`src/shared/phy_regs_pkg.sv`:
```
/*
 * package for the port register bank covering main registers 24 to 27:
 * addresses, field positions, reset values and the carrier structs.
 * assumes a 5-bit register number and 16-bit data from the management port.
 */
package phy_regs_pkg;

    // ------------------------------------------------------------------
    // register numbers and page selection
    // ------------------------------------------------------------------
    localparam logic [4:0]  EXT_CTRL_TWO_ADDR  = 5'h18;
    localparam logic [4:0]  IRQ_MASK_ADDR      = 5'h19;
    localparam logic [4:0]  IRQ_STATUS_ADDR    = 5'h1a;
    localparam logic [4:0]  MAC_NEG_ADDR       = 5'h1b;
    localparam logic [15:0] MAIN_PAGE          = 16'h0000;

    // ------------------------------------------------------------------
    // second extended control fields
    // ------------------------------------------------------------------
    localparam int          EDGE_RATE_LSB      = 13;
    localparam int          REDUCED_PWR_BIT    = 12;
    localparam int          IN_PREAMBLE_LSB    = 7;
    localparam int          OUT_PREAMBLE_BIT   = 6;
    localparam int          PKT_LEN_LSB        = 4;
    localparam int          TX_AMP_LSB         = 1;
    localparam int          CONN_LOOPBACK_BIT  = 0;
    localparam logic [2:0]  EDGE_RATE_RESET    = 3'h6;
    localparam logic [1:0]  IN_PREAMBLE_RESET  = 2'h0;
    localparam logic        OUT_PREAMBLE_RESET = 1'b1;
    localparam logic [1:0]  PKT_LEN_RESET      = 2'h0;
    localparam logic [2:0]  TX_AMP_RESET       = 3'h0;
    localparam logic [1:0]  CODE_RESERVED      = 2'h3;
    // writable bits of register 24 (11:9 reserved)
    localparam logic [15:0] EXT_CTRL_TWO_WMASK = 16'hf1ff;

    // ------------------------------------------------------------------
    // interrupt mask / status layout
    // ------------------------------------------------------------------
    localparam int          IRQ_PENDING_BIT    = 15;
    localparam int          IRQ_SPEED_BIT      = 14;
    localparam int          IRQ_LINK_BIT       = 13;
    localparam int          IRQ_DUPLEX_BIT     = 12;
    localparam int          IRQ_NEG_ERR_BIT    = 11;
    localparam int          IRQ_NEG_DONE_BIT   = 10;
    localparam int          IRQ_PWR_DEV_BIT    = 9;
    localparam int          IRQ_MEDIA_BIT      = 4;
    localparam int          IRQ_DOWNSHIFT_BIT  = 2;
    localparam int          IRQ_MS_ERR_BIT     = 1;
    localparam logic [15:0] IRQ_SOURCE_MASK    = 16'h7e16;
    localparam logic [15:0] IRQ_MASK_WMASK     = 16'hfe16;
    localparam logic [15:0] IRQ_MASK_RESET     = 16'h0000;
    // mask bits kept across soft reset (negotiation error bit is not sticky)
    localparam logic [15:0] IRQ_MASK_STICKY    = 16'hf616;

    // ------------------------------------------------------------------
    // mac-side negotiation register
    // ------------------------------------------------------------------
    localparam int          MAC_INTERLOCK_BIT  = 15;
    localparam int          MAC_RESTART_IL_BIT = 14;
    localparam int          MAC_AUTOSENSE_BIT  = 13;
    localparam int          MAC_RESTART_BIT    = 12;
    localparam int          MAC_ABIL_LSB       = 4;
    localparam int          MAC_CAPABLE_BIT    = 3;
    localparam int          MAC_LINK_BIT       = 2;
    localparam int          MAC_DONE_BIT       = 1;
    localparam logic [2:0]  MAC_CTRL_RESET     = 3'h0;

    // events seen by the status register, one bit per source position
    typedef struct packed {
        logic speed;
        logic link;
        logic duplex;
        logic neg_err;
        logic neg_done;
        logic pwr_dev;
        logic media;
        logic downshift;
        logic ms_err;
    } irq_event_type;

    // abilities reported by the mac during negotiation
    typedef struct packed {
        logic [1:0] remote_fault;
        logic       asym_pause;
        logic       sym_pause;
        logic       full_duplex;
        logic       half_duplex;
    } mac_ability_type;

    // mac-side negotiation status from the serdes engine
    typedef struct packed {
        mac_ability_type ability;
        logic            capable;
        logic            link_up;
        logic            done;
    } mac_status_type;

endpackage
```
`src/hdl/irq_status_reg.sv`:
```
/*
 * clear-on-read interrupt status register with its pending summary.
 * assumes the read strobe is one cycle long and events are single pulses.
 */
module irq_status_reg
    import phy_regs_pkg::*;
(
    input  wire logic          clk,
    input  wire logic          rst_n,
    input  wire irq_event_type events,
    input  wire logic          aneg_enabled,
    input  wire logic          downshift_allowed,
    input  wire logic          read_clear,
    output logic [15:0]        status
);

    logic [15:0] status_reg;
    logic [15:0] status_next;
    logic [15:0] raw_set;
    logic [15:0] sources;

    // ------------------------------------------------------------------
    // event qualification
    // ------------------------------------------------------------------
    assign raw_set[IRQ_PENDING_BIT]   = 1'b0;
    assign raw_set[IRQ_SPEED_BIT]     = events.speed && aneg_enabled;
    assign raw_set[IRQ_LINK_BIT]      = events.link;
    assign raw_set[IRQ_DUPLEX_BIT]    = events.duplex && aneg_enabled;
    assign raw_set[IRQ_NEG_ERR_BIT]   = events.neg_err;
    assign raw_set[IRQ_NEG_DONE_BIT]  = events.neg_done;
    assign raw_set[IRQ_PWR_DEV_BIT]   = events.pwr_dev;
    assign raw_set[8:5]               = 4'h0;
    assign raw_set[IRQ_MEDIA_BIT]     = events.media;
    assign raw_set[3]                 = 1'b0;
    assign raw_set[IRQ_DOWNSHIFT_BIT] = events.downshift && downshift_allowed;
    assign raw_set[IRQ_MS_ERR_BIT]    = events.ms_err;
    assign raw_set[0]                 = 1'b0;

    // a read clears what it saw; a same-cycle event sets again
    assign sources = ((read_clear ? 16'h0000 : status_reg) | raw_set) & IRQ_SOURCE_MASK;
    assign status_next = {|sources, sources[14:0]};

    // ------------------------------------------------------------------
    // storage
    // ------------------------------------------------------------------
    always_ff @(posedge clk) begin
        if (!rst_n) begin
            status_reg <= 16'h0000;
        end else begin
            status_reg <= status_next;
        end
    end

    assign status = status_reg;

endmodule

```
`src/hdl/mac_neg_ctrl.sv`:
```
/*
 * mac-side negotiation control: restart request, link-change restart and
 * the mac interface enable. assumes the serdes engine acknowledges nothing;
 * a restart is a single pulse to it.
 */
module mac_neg_ctrl
    import phy_regs_pkg::*;
(
    input  wire logic clk,
    input  wire logic rst_n,
    input  wire logic restart_write,
    input  wire logic restart_on_change,
    input  wire logic interlock,
    input  wire logic media_link_up,
    output logic      restart_pulse,
    output logic      mac_if_enable
);

    logic link_seen_reg;
    logic restart_reg;
    logic enable_reg;
    logic link_changed;

    // ------------------------------------------------------------------
    // link change detect and restart
    // ------------------------------------------------------------------
    assign link_changed = link_seen_reg != media_link_up;

    always_ff @(posedge clk) begin
        if (!rst_n) begin
            link_seen_reg <= 1'b0;
            restart_reg   <= 1'b0;
            enable_reg    <= 1'b0;
        end else begin
            link_seen_reg <= media_link_up;
            restart_reg   <= restart_write || (restart_on_change && link_changed);
            enable_reg    <= !interlock || media_link_up;
        end
    end

    assign restart_pulse = restart_reg;
    assign mac_if_enable = enable_reg;

endmodule

```
`src/hdl/phy_ext_ctrl_irq_mac_aneg_regs.sv`:
```
/*
 * register bank for one phy port, main registers 24 to 27: second extended
 * control, interrupt mask, clear-on-read interrupt status and mac-side
 * negotiation control/status, plus the interrupt request pin.
 * assumes the management interface presents one-cycle read and write
 * strobes with a register number, write data and the current page value,
 * all synchronous to SYS_CLK; read data is taken one cycle after the strobe.
 */
// What this block does
// - edge rate field resets to nominal 110
// - input preamble field, 00 reset, 11 reserved
// - output preamble bit resets to one
// - packet length field selects 1.5/9/12 kB
// - jumbo limits assume 100 ppm reference clock
// - transmit amplitude field resets to nominal 000
// - one mask bit per interrupt source, only bit 15 gates the pin
// - pin follows pending bit when enabled
// - status register clears on host read
// - bit 15 pending, lower bits name source
// - speed/duplex events need copper negotiation enabled
// - downshift event needs advertisement bits 8:5
// - interlock disables mac interface on link-down
// - restart mac negotiation on link change
// - auto-sense links with any mac
// - restart bit self-clears after starting negotiation
// - mac abilities captured read-only
// - mac capable, link and done status
// - sticky fields survive soft reset when enabled
// - bank reachable only on main page
module phy_ext_ctrl_irq_mac_aneg_regs
    import phy_regs_pkg::*;
(
    input  wire logic           SYS_CLK,
    input  wire logic           RST_N,
    input  wire logic           SOFT_RESET,
    input  wire logic           STICKY_RESET_ENABLE,
    input  wire logic [15:0]    PAGE_SELECT,
    input  wire logic [4:0]     REG_ADDR,
    input  wire logic           REG_WRITE,
    input  wire logic           REG_READ,
    input  wire logic [15:0]    REG_WDATA,
    input  wire irq_event_type  IRQ_EVENTS,
    input  wire logic           COPPER_ANEG_ENABLE,
    input  wire logic [3:0]     ADVERTISE_BITS,
    input  wire logic           MEDIA_LINK_UP,
    input  wire mac_status_type MAC_STATUS,
    output logic [15:0]         REG_RDATA,
    output logic                REG_HIT,
    output logic                INTERRUPT_REQUEST_PIN_N,
    output logic [2:0]          EDGE_RATE,
    output logic                REDUCED_POWER,
    output logic [1:0]          IN_PREAMBLE_BYTES,
    output logic                OUT_PREAMBLE_ON,
    output logic [1:0]          MAX_PACKET_LENGTH,
    output logic [2:0]          TX_AMPLITUDE,
    output logic                CONNECTOR_LOOPBACK,
    output logic                MAC_AUTOSENSE,
    output logic                MAC_NEG_RESTART,
    output logic                MAC_IF_ENABLE
);

    // ------------------------------------------------------------------
    // register state
    // ------------------------------------------------------------------
    logic [15:0] ext_ctrl_reg;
    logic [15:0] ext_ctrl_next;
    logic [15:0] mask_reg;
    logic [15:0] mask_next;
    logic [2:0]  mac_ctrl_reg;
    logic [2:0]  mac_ctrl_next;
    logic [15:0] rdata_reg;
    logic [15:0] rdata_next;
    logic        hit_reg;
    logic        pin_n_reg;
    logic        restart_bit_reg;
    logic        restart_bit_next;
    logic [15:0] status;
    logic        restart_pulse;
    logic        mac_if_enable;

    // ------------------------------------------------------------------
    // address decode
    // ------------------------------------------------------------------
    wire         main_page   = PAGE_SELECT == MAIN_PAGE;
    wire         hit_ext     = main_page && REG_ADDR == EXT_CTRL_TWO_ADDR;
    wire         hit_mask    = main_page && REG_ADDR == IRQ_MASK_ADDR;
    wire         hit_status  = main_page && REG_ADDR == IRQ_STATUS_ADDR;
    wire         hit_mac     = main_page && REG_ADDR == MAC_NEG_ADDR;
    wire         any_hit     = hit_ext || hit_mask || hit_status || hit_mac;
    wire         wr_ext      = REG_WRITE && hit_ext;
    wire         wr_mask     = REG_WRITE && hit_mask;
    wire         wr_mac      = REG_WRITE && hit_mac;
    wire         rd_status   = REG_READ && hit_status;
    // sticky fields lose their values only when the enable is clear
    wire         soft_clear  = SOFT_RESET && !STICKY_RESET_ENABLE;

    // ------------------------------------------------------------------
    // field writes; reserved codes of the two-bit fields are refused so
    // the downstream datapath never sees an undefined mode
    // ------------------------------------------------------------------
    function automatic logic [1:0] keep_legal(input logic [1:0] new_code,
                                              input logic [1:0] old_code);
        keep_legal = (new_code == CODE_RESERVED) ? old_code : new_code;
    endfunction

    wire [15:0]  ext_written = (REG_WDATA & EXT_CTRL_TWO_WMASK) | (ext_ctrl_reg & ~EXT_CTRL_TWO_WMASK);
    wire [1:0]   in_pre_new  = keep_legal(ext_written[IN_PREAMBLE_LSB +: 2],
                                          ext_ctrl_reg[IN_PREAMBLE_LSB +: 2]);
    wire [1:0]   pkt_len_new = keep_legal(ext_written[PKT_LEN_LSB +: 2],
                                          ext_ctrl_reg[PKT_LEN_LSB +: 2]);
    // the whole register is sticky except the amplitude and loopback bits
    wire [15:0]  ext_reset   = {EDGE_RATE_RESET, 1'b0, 3'h0, IN_PREAMBLE_RESET,
                                OUT_PREAMBLE_RESET, PKT_LEN_RESET, TX_AMP_RESET, 1'b0};

    always_comb begin
        ext_ctrl_next = ext_ctrl_reg;
        if (wr_ext) begin
            ext_ctrl_next = {ext_written[15:9], in_pre_new, ext_written[6],
                             pkt_len_new, ext_written[3:0]};
        end
        if (SOFT_RESET) begin
            // amplitude and loopback are not sticky
            ext_ctrl_next[3:0] = {TX_AMP_RESET, 1'b0};
            if (soft_clear) begin
                ext_ctrl_next = ext_reset;
            end
        end
    end

    // mask register: sticky bits survive soft reset when enabled
    always_comb begin
        mask_next = mask_reg;
        if (wr_mask) begin
            mask_next = REG_WDATA & IRQ_MASK_WMASK;
        end
        if (SOFT_RESET) begin
            mask_next = soft_clear ? IRQ_MASK_RESET
                                   : (mask_next & IRQ_MASK_STICKY);
        end
    end

    // mac negotiation control bits 15:13 are sticky
    always_comb begin
        mac_ctrl_next = mac_ctrl_reg;
        if (wr_mac) begin
            mac_ctrl_next = REG_WDATA[MAC_AUTOSENSE_BIT +: 3];
        end
        if (soft_clear) begin
            mac_ctrl_next = MAC_CTRL_RESET;
        end
    end

    // restart bit reads 1 for the cycle the request is taken, then clears
    assign restart_bit_next = wr_mac && REG_WDATA[MAC_RESTART_BIT];

    // ------------------------------------------------------------------
    // read mux; the status read happens before its own clear lands
    // ------------------------------------------------------------------
    wire [15:0]  mac_word = {mac_ctrl_reg, restart_bit_reg, 2'h0,
                             MAC_STATUS.ability, MAC_STATUS.capable,
                             MAC_STATUS.link_up, MAC_STATUS.done, 1'b0};

    always_comb begin
        rdata_next = 16'h0000;
        if (REG_READ) begin
            case (1'b1)
                hit_ext:    rdata_next = ext_ctrl_reg;
                hit_mask:   rdata_next = mask_reg;
                hit_status: rdata_next = status;
                hit_mac:    rdata_next = mac_word;
                default:    rdata_next = 16'h0000;
            endcase
        end
    end

    // ------------------------------------------------------------------
    // clocked state
    // ------------------------------------------------------------------
    always_ff @(posedge SYS_CLK) begin
        if (!RST_N) begin
            ext_ctrl_reg    <= ext_reset;
            mask_reg        <= IRQ_MASK_RESET;
            mac_ctrl_reg    <= MAC_CTRL_RESET;
            restart_bit_reg <= 1'b0;
        end else begin
            ext_ctrl_reg    <= ext_ctrl_next;
            mask_reg        <= mask_next;
            mac_ctrl_reg    <= mac_ctrl_next;
            restart_bit_reg <= restart_bit_next;
        end
    end

    // bus answer and pin, registered so every output leaves a flop
    always_ff @(posedge SYS_CLK) begin
        if (!RST_N) begin
            rdata_reg <= 16'h0000;
            hit_reg   <= 1'b0;
            pin_n_reg <= 1'b1;
        end else begin
            rdata_reg <= rdata_next;
            hit_reg   <= (REG_READ || REG_WRITE) && any_hit;
            // masking only gates the pin, the status keeps its bits
            pin_n_reg <= !(mask_reg[IRQ_PENDING_BIT] && status[IRQ_PENDING_BIT]);
        end
    end

    // ------------------------------------------------------------------
    // submodules
    // ------------------------------------------------------------------
    irq_status_reg u_status (
        .clk               (SYS_CLK),
        .rst_n             (RST_N),
        .events            (IRQ_EVENTS),
        .aneg_enabled      (COPPER_ANEG_ENABLE),
        .downshift_allowed (&ADVERTISE_BITS),
        .read_clear        (rd_status),
        .status            (status)
    );

    mac_neg_ctrl u_mac (
        .clk               (SYS_CLK),
        .rst_n             (RST_N),
        .restart_write     (restart_bit_next),
        .restart_on_change (mac_ctrl_reg[1]),
        .interlock         (mac_ctrl_reg[2]),
        .media_link_up     (MEDIA_LINK_UP),
        .restart_pulse     (restart_pulse),
        .mac_if_enable     (mac_if_enable)
    );

    // ------------------------------------------------------------------
    // outputs; the jumbo limit assumes a 100 ppm reference, a tighter
    // clock only lets the mac side accept longer frames
    // ------------------------------------------------------------------
    assign REG_RDATA               = rdata_reg;
    assign REG_HIT                 = hit_reg;
    assign INTERRUPT_REQUEST_PIN_N = pin_n_reg;
    assign EDGE_RATE               = ext_ctrl_reg[EDGE_RATE_LSB +: 3];
    assign REDUCED_POWER           = ext_ctrl_reg[REDUCED_PWR_BIT];
    assign IN_PREAMBLE_BYTES       = ext_ctrl_reg[IN_PREAMBLE_LSB +: 2];
    assign OUT_PREAMBLE_ON         = ext_ctrl_reg[OUT_PREAMBLE_BIT];
    assign MAX_PACKET_LENGTH       = ext_ctrl_reg[PKT_LEN_LSB +: 2];
    assign TX_AMPLITUDE            = ext_ctrl_reg[TX_AMP_LSB +: 3];
    assign CONNECTOR_LOOPBACK      = ext_ctrl_reg[CONN_LOOPBACK_BIT];
    assign MAC_AUTOSENSE           = mac_ctrl_reg[0];
    assign MAC_NEG_RESTART         = restart_pulse;
    assign MAC_IF_ENABLE           = mac_if_enable;

endmodule

```
`config.mk`:
```
export PLATFORM = sky130hd
export DESIGN_NAME = phy_ext_ctrl_irq_mac_aneg_regs
export DESIGN_NICKNAME = d
export VERILOG_FILES = /design/src/shared/phy_regs_pkg.sv /design/src/hdl/irq_status_reg.sv /design/src/hdl/mac_neg_ctrl.sv /design/src/hdl/phy_ext_ctrl_irq_mac_aneg_regs.sv
export SDC_FILE = /design/constraint.sdc
export NUM_CORES = 1
export LEC_CHECK = 0
export BUFFER_PORTS_ARGS = -buffer_cell sky130_fd_sc_hd__buf_2
export CAP_MARGIN = 15
export CELL_PAD_IN_SITES_DETAIL_PLACEMENT = 1
export CELL_PAD_IN_SITES_GLOBAL_PLACEMENT = 1
export CORE_UTILIZATION = 31
export CTS_BUF_LIST = sky130_fd_sc_hd__clkbuf_16
export DETAILED_ROUTE_END_ITERATION = 8
export PLACE_DENSITY = 0.76
export REMOVE_ABC_BUFFERS = 1
export SYNTH_ARGS = -nofsm -noshare
export SYNTH_HDL_FRONTEND = slang
export SYNTH_SLANG_ARGS = --single-unit
```
`constraint.sdc`:
```
create_clock -name SYS_CLK -period 1.8 [get_ports SYS_CLK]
set_input_delay 0.45 -clock SYS_CLK [delete_from_list [all_inputs] [get_ports SYS_CLK]]
set_output_delay 0.45 -clock SYS_CLK [all_outputs]
set_load 0.005 [all_outputs]
```
# [Yosys cells after proc, flatten, opt, wreduce, memory -nomap -nowiden]
# Index checks and enable logic that the tools add are counted.
[classes] eq_ne=7 muxes=13 bitwise_logic=3 reduce_logical=32
[ops] op="$mux W16" count=10
[ops] op="$eq A5 B5 Y1 const B" count=4
[ops] op="$logic_and A1 B1 Y1" count=16
[ops] op="$logic_not A16 Y1" count=1
[ops] op="$or A16 B12 Y16" count=1
[ops] op="$mux W15" count=1
[ops] op="$or A15 B15 Y15" count=1
[ops] op="$reduce_or A9 Y1" count=1
[ops] op="$logic_or A1 B1 Y1" count=6
[ops] op="$eq A2 B2 Y1 const B" count=2
[ops] op="$mux W2" count=2
[ops] op="$reduce_and A4 Y1" count=1
[ops] op="$reduce_bool A2 Y1" count=2
[ops] op="$logic_not A1 Y1" count=3
[ops] op="$reduce_and A2 Y1" count=1
[ops] op="$reduce_or A2 Y1" count=1
[ops] op="$ne A1 B1 Y1" count=1
[ops] op="$not A1 Y1" count=1
[totals] reg_bits=73 inputBits=67 output_inout_bits=34 wordCells=69

# [Logic depth before layout (Yosys ltp)]
# Gate-level depths: netlist (run 1).
[logic_depth] depth_word=6 ltp_mapped=7 ltp_nobuf=4

# [Hierarchy]
# Synthesis (run 1) repeated with hierarchy kept, for this count alone.
[unflattened] cells_unflattened=262 area_unflattened_um2=2543.7
[by_module_without_submodules] module="phy_ext_ctrl_irq_mac_aneg_regs" n_inst=1 cells_per_inst=206 area_per_inst_um2=2047.0 seq_area_each_um2=900.9
[by_module_without_submodules] module="irq_status_reg" n_inst=1 cells_per_inst=46 area_per_inst_um2=396.6 seq_area_each_um2=200.2
[by_module_without_submodules] module="mac_neg_ctrl" n_inst=1 cells_per_inst=10 area_per_inst_um2=100.1 seq_area_each_um2=60.1

# [Worst setup path before layout (run 1)]
# OpenSTA, ideal clock, no wires.
[synth_timing] path_type="input port to flip-flop" start="in REG_ADDR[1]" end="reg u_status.status_reg[2], in the netlist u_status.status[2]" setup_ps=121 t_arrival_ps=1637 required_time_ps=1679 slack_ps=42 cell_stages=5 path_buffers=2 cell_sequence="clkbuf_1 > and4b_1 > clkbuf_1 > a41oi_2 > a2bb2o_1"
[synth_via] elab_chain_cells=5
[synth_rtl] element="from (decl)" line="phy_ext_ctrl_irq_mac_aneg_regs.sv:38" text="input wire logic [4:0] REG_ADDR,"
[synth_rtl] element="$eq A5 B5 Y1" line="phy_ext_ctrl_irq_mac_aneg_regs.sv:87" text="wire hit_status = main_page && REG_ADDR == IRQ_STATUS_ADDR;"
[synth_rtl] element="$logic_and A1 B1 Y1" line="phy_ext_ctrl_irq_mac_aneg_regs.sv:87"
[synth_rtl] element="$logic_and A1 B1 Y1" line="phy_ext_ctrl_irq_mac_aneg_regs.sv:93" text="wire rd_status = REG_READ && hit_status;"
[synth_rtl] element="$mux W15" line="irq_status_reg.sv:40" text="assign sources = ((read_clear ? 16'h0000 : status_reg) | raw_set) & IRQ_SOURCE_MASK;"
[synth_rtl] element="$or A15 B15 Y15" line="irq_status_reg.sv:40"
[synth_rtl] element="to (signal assigned)" line="irq_status_reg.sv:50" text="status_reg <= status_next;"
[synth_rtl] element="to (decl)" line="irq_status_reg.sv:17" text="logic [15:0] status_reg;"
# Every way passes these cells.
# A chain may end at the register's enable or synchronous reset.

# [Worst setup path after layout (run 1)]
[layout_timing] start="in PAGE_SELECT[5]" end="reg mask_reg[4]"
[layout_via] elab_chain_cells=6
[layout_rtl] element="from (decl)" line="phy_ext_ctrl_irq_mac_aneg_regs.sv:37" text="input wire logic [15:0] PAGE_SELECT,"
[layout_rtl] element="$logic_not A16 Y1 *" line="phy_ext_ctrl_irq_mac_aneg_regs.sv:84" text="wire main_page = PAGE_SELECT == MAIN_PAGE;"
[layout_rtl] element="$logic_and A1 B1 Y1 *" line="phy_ext_ctrl_irq_mac_aneg_regs.sv:86" text="wire hit_mask = main_page && REG_ADDR == IRQ_MASK_ADDR;"
[layout_rtl] element="$logic_and A1 B1 Y1 *" line="phy_ext_ctrl_irq_mac_aneg_regs.sv:91" text="wire wr_mask = REG_WRITE && hit_mask;"
[layout_rtl] element="$mux W16 *" line="phy_ext_ctrl_irq_mac_aneg_regs.sv:133" text="if (wr_mask) begin"
[layout_rtl] element="$mux W16" line="phy_ext_ctrl_irq_mac_aneg_regs.sv:137" text="mask_next = soft_clear ? IRQ_MASK_RESET"
[layout_rtl] element="$mux W16 *" line="phy_ext_ctrl_irq_mac_aneg_regs.sv:136" text="if (SOFT_RESET) begin"
[layout_rtl] element="to (signal assigned)" line="phy_ext_ctrl_irq_mac_aneg_regs.sv:187" text="mask_reg <= mask_next;"
[layout_rtl] element="to (decl)" line="phy_ext_ctrl_irq_mac_aneg_regs.sv:67" text="logic [15:0] mask_reg;"
# Mark *: on every way between the ends. The rest lies on a longest branch, timed or not. The select of a mux whose other input is x is not followed.

==> impl_metrics.yaml, run 1 <==
critical_path:
  arrival_ns: 1.85
  crit_path_max_incr_delay_ns: 0.36
  cp.depth: 7
  ff2ff_setup_slack_ns: 0.57
  ff2ff_path_depth: 4
  cp_max_fo: 9
  endpoint_kind: "flop"
  path_buf_inv: 3
  cp_top_family: "buffers and inverters"
  critPathLaunchType: "primary input"
  crit_top_cell: "buf_4"
  path_class: "in2reg"
  cp.required_ns: 2.00
  slowest_stage: "nor4_4"
  path_cells: "buf_2 > nor4_4 > buf_4 > nand4_1 > buf_4 > o21ai_0 > a21oi_1"
timing:
  fmax_ghz: 0.606
  tns_ns: 0
  setup_viol: 0
  final_max_slew_viol_count: 0
  finalCritPeriodShare: 0.917
  maxSlewHeadroom: 0.690
  hold_viol_final: 0
  fin_crit_ns: 1.65
  tightest_slew_ns: 0.462
  rsz0062_at_grt: "no"
  timing.hold.ws_ns: 0.373
  worst_clock_skew_ns: 0.00499
  postLayoutSetupSlackWorst_ns: 0.150
status:
  status: "finished, final reports clean"
yosys:
  synth.area.top_cells: "dfxtp_1 (48%), a21oi_1 (6.6%), nand4_1 (6.5%), o21ai_0 (5.4%), a22oi_1 (3.7%)"
  synth_area_leader_cell: "dfxtp_1"
  netlist_area_um2: 2420
  ys_types: 38
  synth-main-ff-cell: "dfxtp_1"
  synth-edff-count: 0
  synth_commonest_cells: "dfxtp_1 (58), a21oi_1 (32), o21ai_0 (26)"
  async_reset_ff_frac: 0
  avgSynthCellArea_um2: 8.88
  post-synth-top-count-cell: "dfxtp_1"
  netlist_instances: 272
  yosysTopAreaCellShare: 0.481
  ys_seq_elements: 58
  ys_warn_count: 0
  yosysSeqAreaShare: 0.481
placed_design:
  io_buffers: 100
  post-place-ws_ns: -0.164
  hpwlAfterDp_um: 6500
  gp_congestion: 0.820
  dpl_cell_area_um2: 3210
global_routing:
  grt_max_degree: 24
  grt_pass1_wl_um: 14200
  grtUsageTotal: 0.225
  antenna_found_initial: 0
  grt_overflow: 0
  grt_pass1_vias: 2784
floorplan:
  die_w_um: 90.3
  core_area_um2: 7410
  core.rowCount: 31
  io_pins: 101
  start_util: 0.326
  die_area_um2: 8150
  die_y_um: 90.3
job:
  drv_cap: 0
clock_network:
  cts_sinks: 58
  worstSkewPairLatency_ns: 0.32
  cts_tree: "yes"
  cts_buffers: 9
  clk_pin_slew_ns: 0.05
  post_cts_buffers: 0
  htree_levels: 3
  cts-root-buf: "clkbuf_16"
  cts_buffer_depth: 2
drt:
  drtPass1Iterations: 4
  ant_nets: 0
  vias_per_cell: 5.46
  wl_per_cell_um: 17.8
  vias: 2705
  drc_errors: 0
  drt_iter0_drc: 169
  drt_wl_total_um: 8820
pwr:
  pwr-share-clk: 0.505
  p_sw_frac: 0.218
  p_leak_uw: 0.00147
  pwr-share-seq: 0.422
  ir_worst_vdd_mv: 0.362
  powerDensity_nw_per_um2: 900
  power.internal_uw: 2460
  finalPower_uw: 3150
  p_sw_uw: 687
  pwr-share-comb: 0.073
min_path:
  hold_path.class: "in2reg"
  min_delay_path_depth: 2
layout:
  regArea_um2: 1160
  nets: 458
  fillers: 898
  largest_reg_flops: 16
  multi_input_comb_area_um2: 1130
  syn2layout_area_growth_pct: 44.6
  stdcell_area_um2: 3490
  n_antenna_cell: 0
  post_route_cells_drive_above_1_share: 0.376
-- worst register-to-register path, cell delays in order, from the launching register on --
cell,delay (ns)
dfxtp_1,0.40
a21oi_1,0.09
a311o_1,0.27
a31o_2,0.23
a21oi_1,0.17
-- layer usage --
metal	wire length (um)	GRT usage	share of wire
met5	0	0	0
met4	308	0.124	0.035
met3	354	0.0446	0.040
met2	4440	0.385	0.50
met1	3720	0.263	0.42
-- worst paths after layout --
kind                             from                       to
hold / removal          IRQ_EVENTS[7]      u_status.status[13]
setup / recovery       PAGE_SELECT[5]              mask_reg[4]
setup reg to reg  u_status.status[14]            REG_RDATA[14]
hold reg to reg   u_status.status[15]  INTERRUPT_REQUEST_PIN_N
-- final cells by class --
cell class,instances,area share
Sequential cell,58,0.332
Multi-Input combinational cell,182,0.323
Tap cell,99,0.0354
Clock buffer,9,0.0644
Timing Repair Buffer,130,0.218
Inverter,10,0.0107
Clock inverter,7,0.0154
-- kinds of logic after synthesis --
kind of cell              after synthesis  share of synthesized area
and+or+nand+nor                        80                      0.189
DFF                                    58                      0.481
buffers and inverters                  32                     0.0539
muxes                                   3                     0.0135
xor gates and xnor gates                1                    0.00363
AOI/OAI and AO/OA                      98                      0.260
-- metrics by stage --
stage,instances,utilization
after floorplan,250,-
after global placement,479,0.433
after detailed placement,479,0.433
after CTS,495,0.471
after global routing,495,0.472
final,495,0.472
-- power groups by stage --
stage | sequential [uW] | clock [uW] | combinational [uW]
global placement | 1350 | 0 | 220
CTS | 1330 | 1610 | 229
global route | 1330 | 1670 | 247
finish | 1330 | 1590 | 230
detailed placement | 1350 | 0 | 224
floorplan | 1340 | 0 | 72.1
-- repair_timing --
| action | in CTS | in global routing |
|---|---|---|
| gates resized for setup | 0 | 1 |
| hold buffers | 0 | 0 |
| setup endpoints to repair | 0 | 2 |
-- cells in the final DEF (no fill, tap or decap), drive strengths merged, types with 2 or more instances in the layout --
cell type,count
a211oi,2
a21oi,32
a221oi,2
a22o,7
a22oi,12
a311o,3
a31o,3
a31oi,3
a32o,2
and2,5
and3,2
and4b,2
buf,130
clkbuf,9
clkinv,3
dfxtp,58
inv,13
mux2,2
nand2,9
nand3,4
nand4,25
nor2,12
nor3,10
nor4,6
o211a,2
o21ai,27
or3,2
(Power assumes the default switching activity.)
==> inputs of run 2 (changes only) <==
PLACE_DENSITY = 0.82   (was 0.76)
==> impl_metrics.yaml, run 2 (synthesis gave the netlist of run 1 again) <==
status:
  status: "finished, final reports clean"
global_routing:
  top_usage_layer: "met2"
  grt_overflow: 0
  use_met3: 0.0640
  grt_max_degree: 26
  grt_pass1_vias: 2884
  grtUsageTotal: 0.240
  use_met1: 0.282
  grt_pass1_wl_um: 15100
  antenna_found_initial: 0
  met2_usage: 0.410
layout:
  fillers: 899
  largest_reg_flops: 16
  stdcell_count: 498
  stdcell_area_um2: 3520
  post_route_cells_drive_above_1_share: 0.388
  syn2layout_area_growth_pct: 45.7
  final_cell_mix: "buf_2 (100), dfxtp_1 (58), a21oi_1 (32), buf_4 (32), o21ai_0 (26)"
  utilization: 0.475
  nets: 461
  n_antenna_cell: 0
  final_common_cell: "buf_2"
min_path:
  hold_start: "IRQ_EVENTS[5]"
  hold_path.class: "in2reg"
  min_delay_path_depth: 2
  hold_end: "u_status.status[11]"
pwr:
  finalPower_uw: 3350
  p_sw_uw: 736
  pwr-share-seq: 0.396
  power.internal_uw: 2610
  powerDensity_nw_per_um2: 951
  p_leak_uw: 0.00148
  ir_worst_vdd_mv: 0.603
  p_sw_frac: 0.220
  pwr-share-comb: 0.069
  pwr-share-clk: 0.534
clock_network:
  cts_sinks: 58
  htree_levels: 3
  cts_buffers: 9
  clk_pin_slew_ns: 0.05
  worstSkewPairLatency_ns: 0.32
  cts_tree: "yes"
  cts-root-buf: "clkbuf_16"
  ctsHoldBuffers: 0
  cts_buffer_depth: 2
floorplan:
  core_area_um2: 7410
  start_util: 0.326
  die_w_um: 90.3
  io_pins: 101
  die_area_um2: 8150
  core.rowCount: 31
  die_y_um: 90.3
critical_path:
  cp.required_ns: 2.03
  endpoint_kind: "flop"
  ff2ff_setup_slack_ns: 0.53
  path_class: "in2reg"
  arrival_ns: 1.95
  cp_max_fo: 14
  critPathLaunchType: "primary input"
  r2r_start: "u_status.status[13]"
  rr_endpoint: "REG_RDATA[13]"
  ff2ff_path_depth: 4
timing:
  tightest_slew_ns: 0.347
  timing.hold.ws_ns: 0.365
  setup_viol: 0
  final_max_slew_viol_count: 0
  rsz0062_at_grt: "no"
  fmax_ghz: 0.581
  maxSlewHeadroom: 0.767
  worst_clock_skew_ns: 0.00276
  hold_viol_final: 0
  fin_crit_ns: 1.72
  finalCritPeriodShare: 0.957
placed_design:
  dp.cells: 482
  hpwlAfterDp_um: 6680
  io_buffers: 100
  gp_congestion: 0.884
  dpl_cell_area_um2: 3210
job:
  drv_cap: 0
drt:
  vias: 2769
  drt_iter0_drc: 174
  drt_wl_total_um: 9380
  drc_errors: 0
  vias_per_cell: 5.56
  wl_per_cell_um: 18.8
  ant_nets: 0
  drtPass1Iterations: 4
## run 2: cell count changes in the layout (fill, tap and decap cells not counted), sizes merged
cell	before	now
bufinv	1	2
clkinvlp	0	1
inv	13	11
buf	130	133
## run 2: layer usage
metal  part of all wire  vias to the layer above
met5                  0                        -
met4              0.023                        0
met3              0.080                       18
met2               0.52                      139
met1               0.38                     1338
li1                   -                     1274
## run 2: worst max path at each step
stage	depth (start not counted)	slack (ns)	from	to
2_1_floorplan	4	-0.55	PAGE_SELECT[14]	REG_RDATA[2]
4_1_cts	6	0.1	PAGE_SELECT[14]	mask_reg[13]
3_3_place_gp	6	-0.11	PAGE_SELECT[9]	REG_RDATA[12]
3_5_place_dp	6	-0.18	PAGE_SELECT[5]	ext_ctrl_reg[4]
6_report	7	0.08	PAGE_SELECT[5]	mask_reg[13]
5_1_grt	6	0.03	PAGE_SELECT[13]	mask_reg[13]
## run 2: worst max-delay path, stage by stage
cell and delay [ns]:
buf_2 0.11, nor4_4 0.33, buf_4 0.24, and2_0 0.21
buf_4 0.24, nand4_1 0.12, a21oi_1 0.24
## run 2: repair_timing
item	in CTS	in global routing
endpoints found under the hold margin	0	0
setup buffers	0	0
resized for setup	0	1
setup endpoints to repair	0	6
## run 2: per-stage QoR
step	TNS, ns	worst slack [ns]
6_report	0	0.0776
5_1_grt	0	0.0292
4_1_cts	0	0.0958
3_5_place_dp	-6.27	-0.178
3_3_place_gp	-3.23	-0.108
2_1_floorplan	-14.90	-0.545
## run 2: final cells by class
cell class                      count  area [um^2]  share of cell area
Clock buffer                        9          225              0.0640
Multi-Input combinational cell    182         1130               0.320
Clock inverter                      7         85.1              0.0242
Inverter                           10         37.5              0.0107
Tap cell                           99          124              0.0352
Sequential cell                    58         1160               0.330
Timing Repair Buffer              133          761               0.216
## run 2: power groups by stage
stage	clock network, uW	logic (uW)	registers (uW)
2_1_floorplan	0	72.1	1340
3_3_place_gp	0	216	1350
3_5_place_dp	0	224	1350
4_1_cts	1800	230	1330
5_1_grt	1880	249	1330
6_report	1790	232	1330
